### src/hdl/rst_seq_pkg.sv
// Constants, field layout and state types shared by the reset sequencer files.
// Assumes a single 200 MHz system clock; all times are turned into cycle counts here.
package rst_seq_pkg;

  // Clock and glitch filter timing
  localparam int CLK_PERIOD_NS = 5;
  localparam int GLITCH_NS = 12;
  // Least time, so round up: a low shorter than this never passes
  localparam int GLITCH_CYCLES = (GLITCH_NS + CLK_PERIOD_NS - 1) / CLK_PERIOD_NS;
  // Cycles to ignore the pin after our own drive is released
  localparam int SETTLE_CYCLES = GLITCH_CYCLES + 1;

  // Debug line framing
  localparam int BREAK_BITS = 9;
  localparam int FRAME_DATA_BITS = 8;

  // Reset cause register layout
  localparam int CAUSE_W = 8;
  localparam int CAUSE_POWER_ON_BIT = 7;
  localparam int CAUSE_STOP_RECOVERY_BIT = 6;
  localparam int CAUSE_WATCHDOG_BIT = 5;
  localparam int CAUSE_EXTERNAL_PIN_BIT = 4;
  localparam int CAUSE_BROWNOUT_BIT = 0;
  localparam logic [CAUSE_W-1:0] CAUSE_UPPER_MASK = 8'hF0;
  localparam logic [CAUSE_W-1:0] CAUSE_RESET_VALUE = 8'h80;
  localparam logic [CAUSE_W-1:0] CAUSE_NONE = 8'h00;

  // Watchdog control register, write-only, shares the cause register address
  localparam logic [CAUSE_W-1:0] WATCHDOG_CTL_RESET_VALUE = 8'h00;

  typedef enum logic [1:0] {SEQ_IDLE, SEQ_PIN_WAIT, SEQ_HOLD, SEQ_SETTLE} seq_state_t;
  typedef enum logic [1:0] {RX_IDLE, RX_START, RX_DATA, RX_STOP} rx_state_t;

endpackage : rst_seq_pkg

### src/hdl/reset_source_if.sv
// Carrier between the reset sequencer core and its two front-end modules.
// All signals are synchronous to the system clock and driven from flip-flops.
`timescale 1ns/1ps
interface reset_source_if;
  logic pin_low;
  logic break_p;
  logic frame_p;
  logic collision_p;

  modport filt (output pin_low);
  modport mon (output break_p, output frame_p, output collision_p);
  modport core (input pin_low, input break_p, input frame_p, input collision_p);
endinterface : reset_source_if

### src/hdl/reset_pin_filter.sv
// Glitch filter for the reset pin: reports a low only once it has lasted.
// Assumes the pin input is already synchronous to the system clock.
`timescale 1ns/1ps
module reset_pin_filter
  import rst_seq_pkg::*;
#(
  parameter int FILTER_CYCLES = GLITCH_CYCLES
) (
  input wire logic clk_i,
  input wire logic rst_n_i,
  input wire logic pin_i,
  reset_source_if.filt src
);

  localparam int CW = $clog2(FILTER_CYCLES + 1);
  localparam logic [CW-1:0] LIMIT = CW'(FILTER_CYCLES - 1);

  logic [CW-1:0] low_cnt_reg;

  // Count consecutive low samples; any high sample restarts the count
  always_ff @(posedge clk_i or negedge rst_n_i) begin
    if (!rst_n_i) begin
      low_cnt_reg <= '0;
      src.pin_low <= 1'b0;
    end else if (pin_i) begin
      low_cnt_reg <= '0;
      src.pin_low <= 1'b0;
    end else if (low_cnt_reg == LIMIT) begin
      src.pin_low <= 1'b1;
    end else begin
      low_cnt_reg <= low_cnt_reg + 1'b1;
    end
  end

endmodule : reset_pin_filter

### src/hdl/debug_line_monitor.sv
// Watches the single-wire debug line for break, framing error and collision.
// Assumes the debug unit reports its own transmit enable and bit level as inputs.
`timescale 1ns/1ps
module debug_line_monitor
  import rst_seq_pkg::*;
#(
  parameter int BIT_CYCLES = 16
) (
  input wire logic clk_i,
  input wire logic rst_n_i,
  input wire logic line_i,
  input wire logic tx_en_i,
  input wire logic tx_bit_i,
  reset_source_if.mon src
);

  localparam int BREAK_CYCLES = BREAK_BITS * BIT_CYCLES;
  localparam int BW = $clog2(BREAK_CYCLES + 1);
  localparam int TW = $clog2(BIT_CYCLES + 1);
  localparam logic [BW-1:0] BREAK_LIMIT = BW'(BREAK_CYCLES);
  localparam logic [TW-1:0] HALF_BIT = TW'(BIT_CYCLES / 2 - 1);
  localparam logic [TW-1:0] FULL_BIT = TW'(BIT_CYCLES - 1);
  localparam logic [3:0] LAST_DATA = 4'(FRAME_DATA_BITS - 1);

  logic [BW-1:0] low_cnt_reg;
  logic [TW-1:0] tick_cnt_reg;
  logic [3:0] bit_idx_reg;
  rx_state_t rx_state_reg;
  logic line_d_reg;
  logic clash_d_reg;
  logic sample_en;
  logic clash;

  // Bit-rate divider gives a one-cycle sample enable in the middle of each bit
  assign sample_en = (rx_state_reg != RX_IDLE) && (tick_cnt_reg == '0);
  // Line pulled low while the debug unit sends a high bit: someone else drives it
  assign clash = tx_en_i && tx_bit_i && !line_i;

  // Break: line held low for nine whole bit times, reported once per low period
  always_ff @(posedge clk_i or negedge rst_n_i) begin
    if (!rst_n_i) begin
      low_cnt_reg <= '0;
      src.break_p <= 1'b0;
    end else begin
      src.break_p <= 1'b0;
      if (line_i) begin
        low_cnt_reg <= '0;
      end else if (low_cnt_reg != BREAK_LIMIT) begin
        low_cnt_reg <= low_cnt_reg + 1'b1;
        src.break_p <= (low_cnt_reg == BREAK_LIMIT - 1'b1);
      end
    end
  end

  // Receiver framing: start bit, eight data bits, then the stop bit must be high
  always_ff @(posedge clk_i or negedge rst_n_i) begin
    if (!rst_n_i) begin
      rx_state_reg <= RX_IDLE;
      tick_cnt_reg <= '0;
      bit_idx_reg <= '0;
      line_d_reg <= 1'b1;
      src.frame_p <= 1'b0;
    end else begin
      line_d_reg <= line_i;
      src.frame_p <= 1'b0;
      if (rx_state_reg == RX_IDLE) begin
        if (line_d_reg && !line_i) begin
          rx_state_reg <= RX_START;
          tick_cnt_reg <= HALF_BIT;
        end
      end else if (!sample_en) begin
        tick_cnt_reg <= tick_cnt_reg - 1'b1;
      end else begin
        tick_cnt_reg <= FULL_BIT;
        case (rx_state_reg)
          RX_START: begin
            // A start bit that has gone high again was only noise
            rx_state_reg <= line_i ? RX_IDLE : RX_DATA;
            bit_idx_reg <= '0;
          end
          RX_DATA: begin
            bit_idx_reg <= bit_idx_reg + 1'b1;
            if (bit_idx_reg == LAST_DATA) begin
              rx_state_reg <= RX_STOP;
            end
          end
          default: begin
            src.frame_p <= !line_i;
            rx_state_reg <= RX_IDLE;
          end
        endcase
      end
    end
  end

  // Collision reported on its first cycle only, so a long clash gives one event
  always_ff @(posedge clk_i or negedge rst_n_i) begin
    if (!rst_n_i) begin
      clash_d_reg <= 1'b0;
      src.collision_p <= 1'b0;
    end else begin
      clash_d_reg <= clash;
      src.collision_p <= clash && !clash_d_reg;
    end
  end

endmodule : debug_line_monitor

### src/hdl/reset_and_stop_recovery.sv
// Reset sequencer: gathers reset sources, drives the system reset and the pin,
// and keeps the reset cause register shared with the watchdog control register.
// Assumes all inputs are synchronous to CLOCK_I; the pin has an external pull-up.
//
// Summary of operation
// - Reset from pin, power-on, watchdog, halt exit, brownout.
// - Reset pin is both request input and indicator.
// - Pin low during halt gives full reset.
// - Ignore pin lows shorter than about 12 ns.
// - Pin wake from halt sets external pin flag.
// - Nine low bit times on debug line: debug reset.
// - Low stop bit on debug line: debug reset.
// - Debug transmit collision: debug reset.
// - Debug reset during halt gives system reset.
// - Debug unit stays out of debug-caused reset.
// - Debug reset from halt sets power-on flag.
// - Cause register read-only; read clears upper four bits.
// - Reads give cause, writes go to watchdog control.
`timescale 1ns/1ps
module reset_and_stop_recovery
  import rst_seq_pkg::*;
#(
  parameter int RESET_HOLD_CYCLES = 64,
  parameter int DEBUG_BIT_CYCLES = 16
) (
  input wire logic CLOCK_I,
  input wire logic RESETN_I,
  input wire logic POWER_ON_I,
  input wire logic WATCHDOG_TIMEOUT_I,
  input wire logic STOP_EXIT_I,
  input wire logic SUPPLY_BROWNOUT_WARNING_I,
  input wire logic HALT_I,
  input wire logic RESET_PIN_I,
  output logic RESET_PIN_O,
  output logic RESET_PIN_OE_O,
  input wire logic DEBUG_SERIAL_PIN_I,
  input wire logic DEBUG_TX_EN_I,
  input wire logic DEBUG_TX_BIT_I,
  input wire logic SHARED_SEL_I,
  input wire logic SHARED_RD_I,
  input wire logic SHARED_WR_I,
  input wire logic [CAUSE_W-1:0] SHARED_WDATA_I,
  output logic [CAUSE_W-1:0] RESET_CAUSE_RDATA_O,
  output logic [CAUSE_W-1:0] WATCHDOG_CTL_O,
  output logic WATCHDOG_CTL_WR_O,
  output logic SYS_RESET_N_O,
  output logic ON_CHIP_DEBUG_UNIT_RESET_N_O,
  output logic DEBUG_RESET_O
);

  localparam int HW = $clog2(RESET_HOLD_CYCLES + 1);
  localparam logic [HW-1:0] HOLD_LAST = HW'(RESET_HOLD_CYCLES - 1);
  localparam int SW = $clog2(SETTLE_CYCLES + 1);
  localparam logic [SW-1:0] SETTLE_LAST = SW'(SETTLE_CYCLES - 1);

  reset_source_if src_bus ();

  seq_state_t seq_state_reg;
  seq_state_t seq_state_next;
  logic [HW-1:0] hold_cnt_reg;
  logic [SW-1:0] settle_cnt_reg;
  logic [CAUSE_W-1:0] cause_reg;
  logic [CAUSE_W-1:0] event_cause;
  logic [CAUSE_W-1:0] rdata_reg;
  logic [CAUSE_W-1:0] watchdog_ctl_reg;
  logic watchdog_wr_reg;
  logic drive_pin_reg;
  logic keep_debug_reg;
  logic sys_reset_n_reg;
  logic debug_unit_reset_n_reg;
  logic debug_reset_reg;
  logic pin_oe_reg;
  logic debug_err;
  logic debug_in_halt;
  logic internal_req;
  logic pin_req;
  logic start_internal;
  logic restart_hold;
  logic in_reset_next;
  logic rd_hit;
  logic wr_hit;

  // Pin glitch filter front end
  reset_pin_filter #(
    .FILTER_CYCLES(GLITCH_CYCLES)
  ) u_pin_filter (
    .clk_i(CLOCK_I),
    .rst_n_i(RESETN_I),
    .pin_i(RESET_PIN_I),
    .src(src_bus.filt)
  );

  // Debug line error detection front end
  debug_line_monitor #(
    .BIT_CYCLES(DEBUG_BIT_CYCLES)
  ) u_debug_monitor (
    .clk_i(CLOCK_I),
    .rst_n_i(RESETN_I),
    .line_i(DEBUG_SERIAL_PIN_I),
    .tx_en_i(DEBUG_TX_EN_I),
    .tx_bit_i(DEBUG_TX_BIT_I),
    .src(src_bus.mon)
  );

  // Source collection; a debug error only reaches the system while halted
  assign debug_err = src_bus.break_p || src_bus.frame_p || src_bus.collision_p;
  assign debug_in_halt = debug_err && HALT_I;
  assign internal_req = POWER_ON_I || WATCHDOG_TIMEOUT_I || STOP_EXIT_I
                        || SUPPLY_BROWNOUT_WARNING_I || debug_in_halt;
  assign pin_req = src_bus.pin_low;
  assign start_internal = (seq_state_reg == SEQ_IDLE) && internal_req;
  // A fresh internal source during the hold restarts it, so no cause is lost
  assign restart_hold = (seq_state_reg == SEQ_HOLD) && internal_req;
  assign rd_hit = SHARED_SEL_I && SHARED_RD_I;
  assign wr_hit = SHARED_SEL_I && SHARED_WR_I;

  // Cause bits of whatever source fires this cycle
  always_comb begin
    event_cause = CAUSE_NONE;
    event_cause[CAUSE_POWER_ON_BIT] = POWER_ON_I || debug_in_halt;
    event_cause[CAUSE_WATCHDOG_BIT] = WATCHDOG_TIMEOUT_I;
    event_cause[CAUSE_BROWNOUT_BIT] = SUPPLY_BROWNOUT_WARNING_I;
    event_cause[CAUSE_STOP_RECOVERY_BIT] = STOP_EXIT_I || (HALT_I && (pin_req || debug_err));
    if ((seq_state_reg == SEQ_IDLE) && !internal_req) begin
      event_cause[CAUSE_EXTERNAL_PIN_BIT] = pin_req;
    end
  end

  // Sequencer next state: internal sources win over a pin request in the same cycle
  always_comb begin
    seq_state_next = seq_state_reg;
    case (seq_state_reg)
      SEQ_IDLE: begin
        if (internal_req) begin
          seq_state_next = SEQ_HOLD;
        end else if (pin_req) begin
          seq_state_next = SEQ_PIN_WAIT;
        end
      end
      SEQ_PIN_WAIT: begin
        // Stay in reset until the other party lets the pin go
        if (!pin_req) begin
          seq_state_next = SEQ_HOLD;
        end
      end
      SEQ_HOLD: begin
        if (!internal_req && (hold_cnt_reg == HOLD_LAST)) begin
          seq_state_next = SEQ_SETTLE;
        end
      end
      default: begin
        if (settle_cnt_reg == SETTLE_LAST) begin
          seq_state_next = SEQ_IDLE;
        end
      end
    endcase
  end

  assign in_reset_next = (seq_state_next == SEQ_PIN_WAIT) || (seq_state_next == SEQ_HOLD);

  // State register; power-up starts in the hold as a power-on reset
  always_ff @(posedge CLOCK_I or negedge RESETN_I) begin
    if (!RESETN_I) begin
      seq_state_reg <= SEQ_HOLD;
    end else begin
      seq_state_reg <= seq_state_next;
    end
  end

  // Hold and settle counters
  always_ff @(posedge CLOCK_I or negedge RESETN_I) begin
    if (!RESETN_I) begin
      hold_cnt_reg <= '0;
      settle_cnt_reg <= '0;
    end else begin
      if ((seq_state_reg != SEQ_HOLD) || restart_hold) begin
        hold_cnt_reg <= '0;
      end else if (hold_cnt_reg != HOLD_LAST) begin
        hold_cnt_reg <= hold_cnt_reg + 1'b1;
      end
      if (seq_state_reg != SEQ_SETTLE) begin
        settle_cnt_reg <= '0;
      end else begin
        settle_cnt_reg <= settle_cnt_reg + 1'b1;
      end
    end
  end

  // Whether we drive the pin and whether the debug unit is spared
  always_ff @(posedge CLOCK_I or negedge RESETN_I) begin
    if (!RESETN_I) begin
      drive_pin_reg <= 1'b1;
      keep_debug_reg <= 1'b0;
    end else if (start_internal) begin
      drive_pin_reg <= 1'b1;
      keep_debug_reg <= (event_cause == ((CAUSE_W)'(1) << CAUSE_POWER_ON_BIT
                         | (CAUSE_W)'(1) << CAUSE_STOP_RECOVERY_BIT)) && !POWER_ON_I;
    end else if (restart_hold) begin
      // Any other source joining in makes it a normal reset for everyone
      keep_debug_reg <= keep_debug_reg && !POWER_ON_I && !WATCHDOG_TIMEOUT_I
                        && !STOP_EXIT_I && !SUPPLY_BROWNOUT_WARNING_I;
    end else if ((seq_state_reg == SEQ_IDLE) && pin_req) begin
      drive_pin_reg <= 1'b0;
      keep_debug_reg <= 1'b0;
    end
  end

  // Registered reset outputs; all but DEBUG_RESET_O are derived from the next state so they align with it
  always_ff @(posedge CLOCK_I or negedge RESETN_I) begin
    if (!RESETN_I) begin
      sys_reset_n_reg <= 1'b0;
      debug_unit_reset_n_reg <= 1'b0;
      pin_oe_reg <= 1'b1;
      debug_reset_reg <= 1'b0;
    end else begin
      sys_reset_n_reg <= !in_reset_next;
      debug_unit_reset_n_reg <= !in_reset_next || (start_internal ? (debug_in_halt
                                && !POWER_ON_I && !WATCHDOG_TIMEOUT_I && !STOP_EXIT_I
                                && !SUPPLY_BROWNOUT_WARNING_I) : keep_debug_reg);
      // Pin is released as the hold ends; settle then masks the slow rise
      pin_oe_reg <= (seq_state_next == SEQ_HOLD)
                    && (start_internal || (drive_pin_reg && seq_state_reg == SEQ_HOLD));
      debug_reset_reg <= debug_err;
    end
  end

  // Cause register: a new reset replaces it, a read clears the upper half.
  // A cause arriving in the same cycle as a read wins over the clear.
  always_ff @(posedge CLOCK_I or negedge RESETN_I) begin
    if (!RESETN_I) begin
      cause_reg <= CAUSE_RESET_VALUE;
    end else if (start_internal || ((seq_state_reg == SEQ_IDLE) && pin_req)) begin
      cause_reg <= event_cause;
    end else if (restart_hold) begin
      cause_reg <= (rd_hit ? (cause_reg & ~CAUSE_UPPER_MASK) : cause_reg) | event_cause;
    end else if (rd_hit) begin
      cause_reg <= cause_reg & ~CAUSE_UPPER_MASK;
    end
  end

  // Shared address: reads return the cause, writes land in watchdog control
  always_ff @(posedge CLOCK_I or negedge RESETN_I) begin
    if (!RESETN_I) begin
      rdata_reg <= CAUSE_NONE;
      watchdog_ctl_reg <= WATCHDOG_CTL_RESET_VALUE;
      watchdog_wr_reg <= 1'b0;
    end else begin
      watchdog_wr_reg <= wr_hit;
      if (rd_hit) begin
        rdata_reg <= cause_reg;
      end
      if (wr_hit) begin
        watchdog_ctl_reg <= SHARED_WDATA_I;
      end
    end
  end

  // Pin data is always low; only the enable moves, as for an open-drain pin
  always_ff @(posedge CLOCK_I or negedge RESETN_I) begin
    if (!RESETN_I) begin
      RESET_PIN_O <= 1'b0;
    end else begin
      RESET_PIN_O <= 1'b0;
    end
  end

  assign RESET_PIN_OE_O = pin_oe_reg;
  assign RESET_CAUSE_RDATA_O = rdata_reg;
  assign WATCHDOG_CTL_O = watchdog_ctl_reg;
  assign WATCHDOG_CTL_WR_O = watchdog_wr_reg;
  assign SYS_RESET_N_O = sys_reset_n_reg;
  assign ON_CHIP_DEBUG_UNIT_RESET_N_O = debug_unit_reset_n_reg;
  assign DEBUG_RESET_O = debug_reset_reg;

endmodule : reset_and_stop_recovery

### config.mk
export PLATFORM = sky130hd
export DESIGN_NAME = reset_and_stop_recovery
export DESIGN_NICKNAME = d
export VERILOG_FILES = /design/src/hdl/rst_seq_pkg.sv /design/src/hdl/reset_source_if.sv /design/src/hdl/reset_pin_filter.sv /design/src/hdl/debug_line_monitor.sv /design/src/hdl/reset_and_stop_recovery.sv
export SDC_FILE = /design/constraint.sdc
export NUM_CORES = 1
export LEC_CHECK = 0
export ABC_AREA = 1
export BUFFER_PORTS_ARGS = -buffer_cell sky130_fd_sc_hd__buf_2
export CORE_ASPECT_RATIO = 1.1
export CORE_MARGIN = 2
export CORE_UTILIZATION = 61
export CTS_CLUSTER_SIZE = 30
export DETAILED_ROUTE_END_ITERATION = 12
export GPL_ROUTABILITY_DRIVEN = 1
export GPL_TIMING_DRIVEN = 0
export HOLD_SLACK_MARGIN = 0.05
export PLACE_DENSITY_LB_ADDON = 0.12
export SYNTH_ARGS = -nofsm -noshare
export SYNTH_HDL_FRONTEND = slang
export SYNTH_SLANG_ARGS = --single-unit
### constraint.sdc
create_clock -name CLOCK_I -period 3.14 [get_ports CLOCK_I]
set_clock_uncertainty 0.2 [all_clocks]
set_input_delay 0.314 -clock CLOCK_I [delete_from_list [all_inputs] [get_ports CLOCK_I]]
set_output_delay 0.314 -clock CLOCK_I [all_outputs]
set_load 0.005 [all_outputs]
After elaboration in Yosys (flattened, before gate mapping)
Index checks and enable logic that the tools add are counted.

Bits of input ports: 22. Word-level logic and storage cells: 154. Output and inout bits: 22. Flip-flop bits (word level): 70.

Bitwise operators: 2. Reduce and logical (&&, ||, !) cells: 62. Equal/unequal tests: 20. Multiplexer cells: 40. Add/subtract/negate cells: 6.

Operator list (count): $mux W8 (5); $logic_and A1 B1 Y1 (25); $mux W2 (12); $mux W5 (3); $logic_or A1 B1 Y1 (14); $mux W1 (14); $mux W7 (2); $reduce_bool A2 Y1 (7); $ne A2 B2 Y1 const B (5); $add A8 B1 Y8 const B (1); $eq A2 B2 Y1 const B (4); $eq A8 B8 Y1 const B (1); $logic_not A1 Y1 (8); $ne A8 B8 Y1 const B (1); $or A8 B8 Y8 (1); $pmux W4 S2 (1); $add A7 B1 Y7 const B (1); $eq A7 B6 Y1 const B (1); $ne A7 B6 Y1 const B (1); $eq A2 B1 Y1 const B (3); $pmux W2 S3 (1); $reduce_and A3 Y1 (2); $eq A5 B5 Y1 const B (1); $logic_not A5 Y1 (1); other kinds (14) (15).

Longest topological paths before layout
Depth in word-level cells: 12. Mapped depth: 9. Mapped depth without buffers: 9.

By module
A second synthesis with hierarchy kept.

Cell total of the unflattened synthesis: 344. Area total of the unflattened synthesis: 3103.0 um^2.

Modules (own cells, without submodules): reset_and_stop_recovery (area each 1696.6 um^2, instances 1, cells an instance 181); debug_line_monitor (area each 1268.7 um^2, instances 1, cells an instance 148); reset_pin_filter (area each 137.6 um^2, instances 1, cells an instance 15).

Worst setup path after synthesis
Ideal clock, no wire load.

Path type: reg-to-reg. From: reg hold_cnt_reg[0]. To: reg debug_unit_reset_n_reg, in the netlist ON_CHIP_DEBUG_UNIT_RESET_N_O. Stages on the path, launching flop included: 10. Arrival: 1.591 ns. Data required time: 2.819 ns. Period minus slack after synthesis: 1.912 ns. Slack: 1.228 ns. Cells stage by stage: dfrtp_1 -> ha_1 -> nand3_2 -> nor2_4 -> inv_2 -> nor2_4 -> o21ai_0 -> ha_1 -> a21oi_1 -> nand2_1.

Word-level cells in the longest chain between the ends: 8. Elaborated cells on any way between the ends: 9.

RTL lines: start: declaration (line reset_and_stop_recovery.sv:60) `logic [HW-1:0] hold_cnt_reg;`; start signal: assignment (line reset_and_stop_recovery.sv:179) `hold_cnt_reg <= hold_cnt_reg + 1'b1;`; $eq A7 B6 Y1 * (line reset_and_stop_recovery.sv:147) `if (!internal_req && (hold_cnt_reg == HOLD_LAST)) begin`; $logic_and A1 B1 Y1 * (line reset_and_stop_recovery.sv:147); $mux W2 * (line reset_and_stop_recovery.sv:147); $pmux W2 S3 * (line reset_and_stop_recovery.sv:132) `case (seq_state_reg)`; $eq A2 B1 Y1 / $eq A2 B2 Y1 (equally long branches) (line reset_and_stop_recovery.sv:159) `assign in_reset_next = (seq_state_next == SEQ_PIN_WAIT) || (seq_state_next == SEQ_HOLD);`; $logic_or A1 B1 Y1 * (line reset_and_stop_recovery.sv:159); $logic_not A1 Y1 * (line reset_and_stop_recovery.sv:217) `debug_unit_reset_n_reg <= !in_reset_next || (start_internal ? (debug_in_halt`; $logic_or A1 B1 Y1 * (line reset_and_stop_recovery.sv:217); end signal: assignment (line reset_and_stop_recovery.sv:217); end: declaration (line reset_and_stop_recovery.sv:70) `logic debug_unit_reset_n_reg;`.

Every way passes the cells marked *; elsewhere a longest branch is shown, timed or not. A chain may end at the register's enable or synchronous reset.

Worst setup path after layout
From: in SUPPLY_BROWNOUT_WARNING_I. To: reg debug_unit_reset_n_reg, in the netlist ON_CHIP_DEBUG_UNIT_RESET_N_O.

Word-level cells in the longest chain between the ends: 10. Elaborated cells on any way between the ends: 16.

RTL lines: start: declaration (line reset_and_stop_recovery.sv:31) `input wire logic SUPPLY_BROWNOUT_WARNING_I,`; $logic_or A1 B1 Y1 (2 in series) (line reset_and_stop_recovery.sv:109) `|| SUPPLY_BROWNOUT_WARNING_I || debug_in_halt;`; $logic_not A1 Y1 (line reset_and_stop_recovery.sv:147); $logic_and A1 B1 Y1 (line reset_and_stop_recovery.sv:147); $mux W2 (line reset_and_stop_recovery.sv:147); $pmux W2 S3 (line reset_and_stop_recovery.sv:132); $eq A2 B1 Y1 / $eq A2 B2 Y1 (equally long branches) (line reset_and_stop_recovery.sv:159); $logic_or A1 B1 Y1 (line reset_and_stop_recovery.sv:159); $logic_not A1 Y1 (line reset_and_stop_recovery.sv:217); $logic_or A1 B1 Y1 * (line reset_and_stop_recovery.sv:217).

Marks and branches as above.

==> flow_summary.toml <==
[power]
p_leak_nw = 1.86
clock_power_share = 0.284
seq_power_share = 0.483
p_sw_frac = 0.312
p_per_area_nw_per_um2 = 578
netSwitchingPower_mw = 0.662
power.total_mw = 2.12
pwr-share-comb = 0.233
p_int_mw = 1.46
ir_worst_vdd_v = 0.000415

[clock_network]
insertion_delay_ps = 340
cts_tree = "yes"
ctsLongestPathBuffers = 2
h-tree-depth = 3
cts.sinks = 64
clkSlewWorstSetupHoldPaths_ps = 70
cts_buffers = 9
root_buffer = "clkbuf_8"

[final_layout]
fin_cells = 467
ff_latch_area_um2 = 1610
nNetsFinal = 438
syn_to_final_growth_pct = 19.8
multi_input_area_um2 = 1260
n_fill_cell = 380
antenna_cells = 0
drive_gt1_frac = 0.232

[critical_path]
path_class = "primary input to flip-flop"
cp_max_fo = 7
cp.required_ps = 3160
worstSetupStartpointType = "primary input"
arrival_ps = 2260
critPathCaptureType = "flip-flop"

[synthesis]
ys_seq_area_frac = 0.525
syn-cell-area_um2 = 3060
yosysTopAreaCell = "dfrtp_1"
synthTopCellsByArea = "dfrtp_1, nand2_1, inv_1, ha_1, dfstp_2"
yosys.cell_types.count = 36
synth_top_area_frac = 0.482
syn_avg_cell_area_um2 = 9.15
synth_cells = 335
yosys_warnings = 0
ys_seq_elements = 64

[placement]
portBuffers = 39
dp_hpwl_mm = 3.75
post-place-cells = 435
gp_congestion = 0.785

[timing]
rsz0062_at_grt = "no"
hold_violations = 0
finalSetupViolations = 0
tightest_slew_ps = 771
fmax_mhz = 448
maxSlewViolCount = 0
worst_slew_margin_rel = 0.486
setup_tns_ps = 0
period_minus_slack_ps = 2230
finalCritPeriodShare = 0.711

[route]
drc = 0
drt-initial-drc-count = 89
drt.antenna.violating_nets = 0
vias_per_cell = 5.12
via_count = 2390
wl_per_cell_um = 11.9
drtPass1Iterations = 4
totalWireLength_mm = 5.55

[floorplanning]
die_h_um = 78.3
fp.dieArea_um2 = 5610
dieWidth_um = 71.6
ios = 44
start_util = 0.621
coreArea_um2 = 4930
rows = 27

[global_route]
grt_pass1_vias = 2366
grt_pass1_wl_mm = 9.78
antenna_found_initial = 0
grt_usage = 0.224
grt_start_max_net_pins = 65
grt-ovfl-total = 0

[flow_run]
maxCapViolCount = 0

[worst_hold_path]
hp-class = "primary input to flip-flop"

[outcome]
status = "complete, no violations"
[cells in the mapped netlist (all sizes together)]
cell type / n
nor3: 6
a31oi: 2
nor2: 34
xnor2: 1
nand4: 11
ha: 12
nand2: 80
xor2: 2
a211oi: 2
or2: 1
a311oi: 1
buf: 5
clkinv: 1
inv: 45
conb: 1
a21oi: 11
dfstp: 5
a21boi: 1
mux2: 5
nor4: 3
o21ai: 18
o22ai: 3
dfrtp: 59
nand3: 26
[power by group through the flow]
stage	registers [mW]	clock network [mW]	logic, mW
final	1.02	0.604	0.494
after global placement	1.03	0	0.462
after detailed placement	1.04	0	0.483
after global routing	1.04	0.652	0.573
after CTS	1.02	0.618	0.499
after floorplan	1.03	0	0.336
[critical path, stage by stage]
cell           delay [ps]
dlygate4sd3_1         530
buf_2                 140
nor2_2                130
nand2_2               100
nor2_8                140
nand3_4               140
nor2_4                150
o21ai_0               100
ha_1                  320
a21oi_1               130
nand2_1                60
[stage by stage]
step | worst slack [ps] | area, µm² | util | hold WS [ps]
detailed placement | 1060 | 3340 | 0.678 | 213
floorplan | 1230 | 3080 | - | -182
finish | 907 | 3670 | 0.744 | 109
global route | 793 | 3670 | 0.744 | 130
global placement | 1070 | 3340 | 0.678 | 193
CTS | 903 | 3660 | 0.742 | 105
[final cells by class]
class / count / area share
sequential: 64 / 0.438
timing repair buffer: 55 / 0.0975
buffer: 5 / 0.00954
inverter: 46 / 0.0470
multi-input combinational: 223 / 0.343
tap: 58 / 0.0198
clock inverter: 4 / 0.00545
clock buffer: 12 / 0.0395
[placed cells by master, fill, tap and decap left out, types with 2 or more instances in the layout]
cell type	count
dfrtp_1	59
nand2_1	75
nand4_1	10
dfstp_2	5
inv_2	4
nand2_2	4
nand3_2	2
buf_4	5
conb_1	4
ha_1	12
dlygate4sd3_1	16
clkbuf_8	10
a21oi_1	11
xor2_1	2
nor4_1	3
nor2_2	7
o21ai_0	16
o22ai_1	3
nor3_1	6
nor2_1	22
mux2_2	5
nand3_1	23
a31oi_1	2
nor2_4	4
a211oi_1	2
buf_2	39
clkinv_2	4
clkbuf_1	2
inv_1	41
[kinds of logic (layout without fill, tap and decap cells)]
family                   after synthesis  after routing  share of synthesized area
multiplexers                           5              5                     0.0184
XOR/XNOR                               3              3                    0.00858
other                                  1              4                    0.00122
AND/OR/NAND/NOR                      161            161                      0.261
buffers and inverters                 51            122                     0.0678
adder cells (fa/ha/maj)               12             12                     0.0490
AO/OA/AOI/OAI                         38             38                     0.0690
flip-flops                            64             64                      0.525
[metal layers]
layer | wire (µm) | vias to the layer above | GRT usage
met5 | 0 | - | 0
met4 | 135 | 0 | 0.121
met3 | 164 | 13 | 0.0411
met2 | 2840 | 38 | 0.387
met1 | 2410 | 1111 | 0.261
li1 | - | 1228 | -
[path summary, 6_finish.rpt]
path | from | end | slack, ps | cells past startpoint
worst min register to register | settle_cnt_reg[0] | settle_cnt_reg[0] | 230 | 1
max in group asynchronous | RESETN_I | DEBUG_RESET_O | 1840 | 2
worst max-delay path | SUPPLY_BROWNOUT_WARNING_I | ON_CHIP_DEBUG_UNIT_RESET_N_O | 910 | 11
worst min-delay path | POWER_ON_I | cause_reg[7] | 110 | 5
min in group asynchronous | RESETN_I | RESET_CAUSE_RDATA_O[6] | 380 | 2
worst max register to register | hold_cnt_reg[0] | ON_CHIP_DEBUG_UNIT_RESET_N_O | 1030 | 9
[what timing repair did]
| action | in CTS | in global routing |
|---|---|---|
| hold buffers | 15 | 1 |
| buffers inserted | 0 | 0 |
| endpoints found under the hold margin | 16 | 59 |
| resized for setup | 0 | 0 |
(Power assumes the default switching activity.)
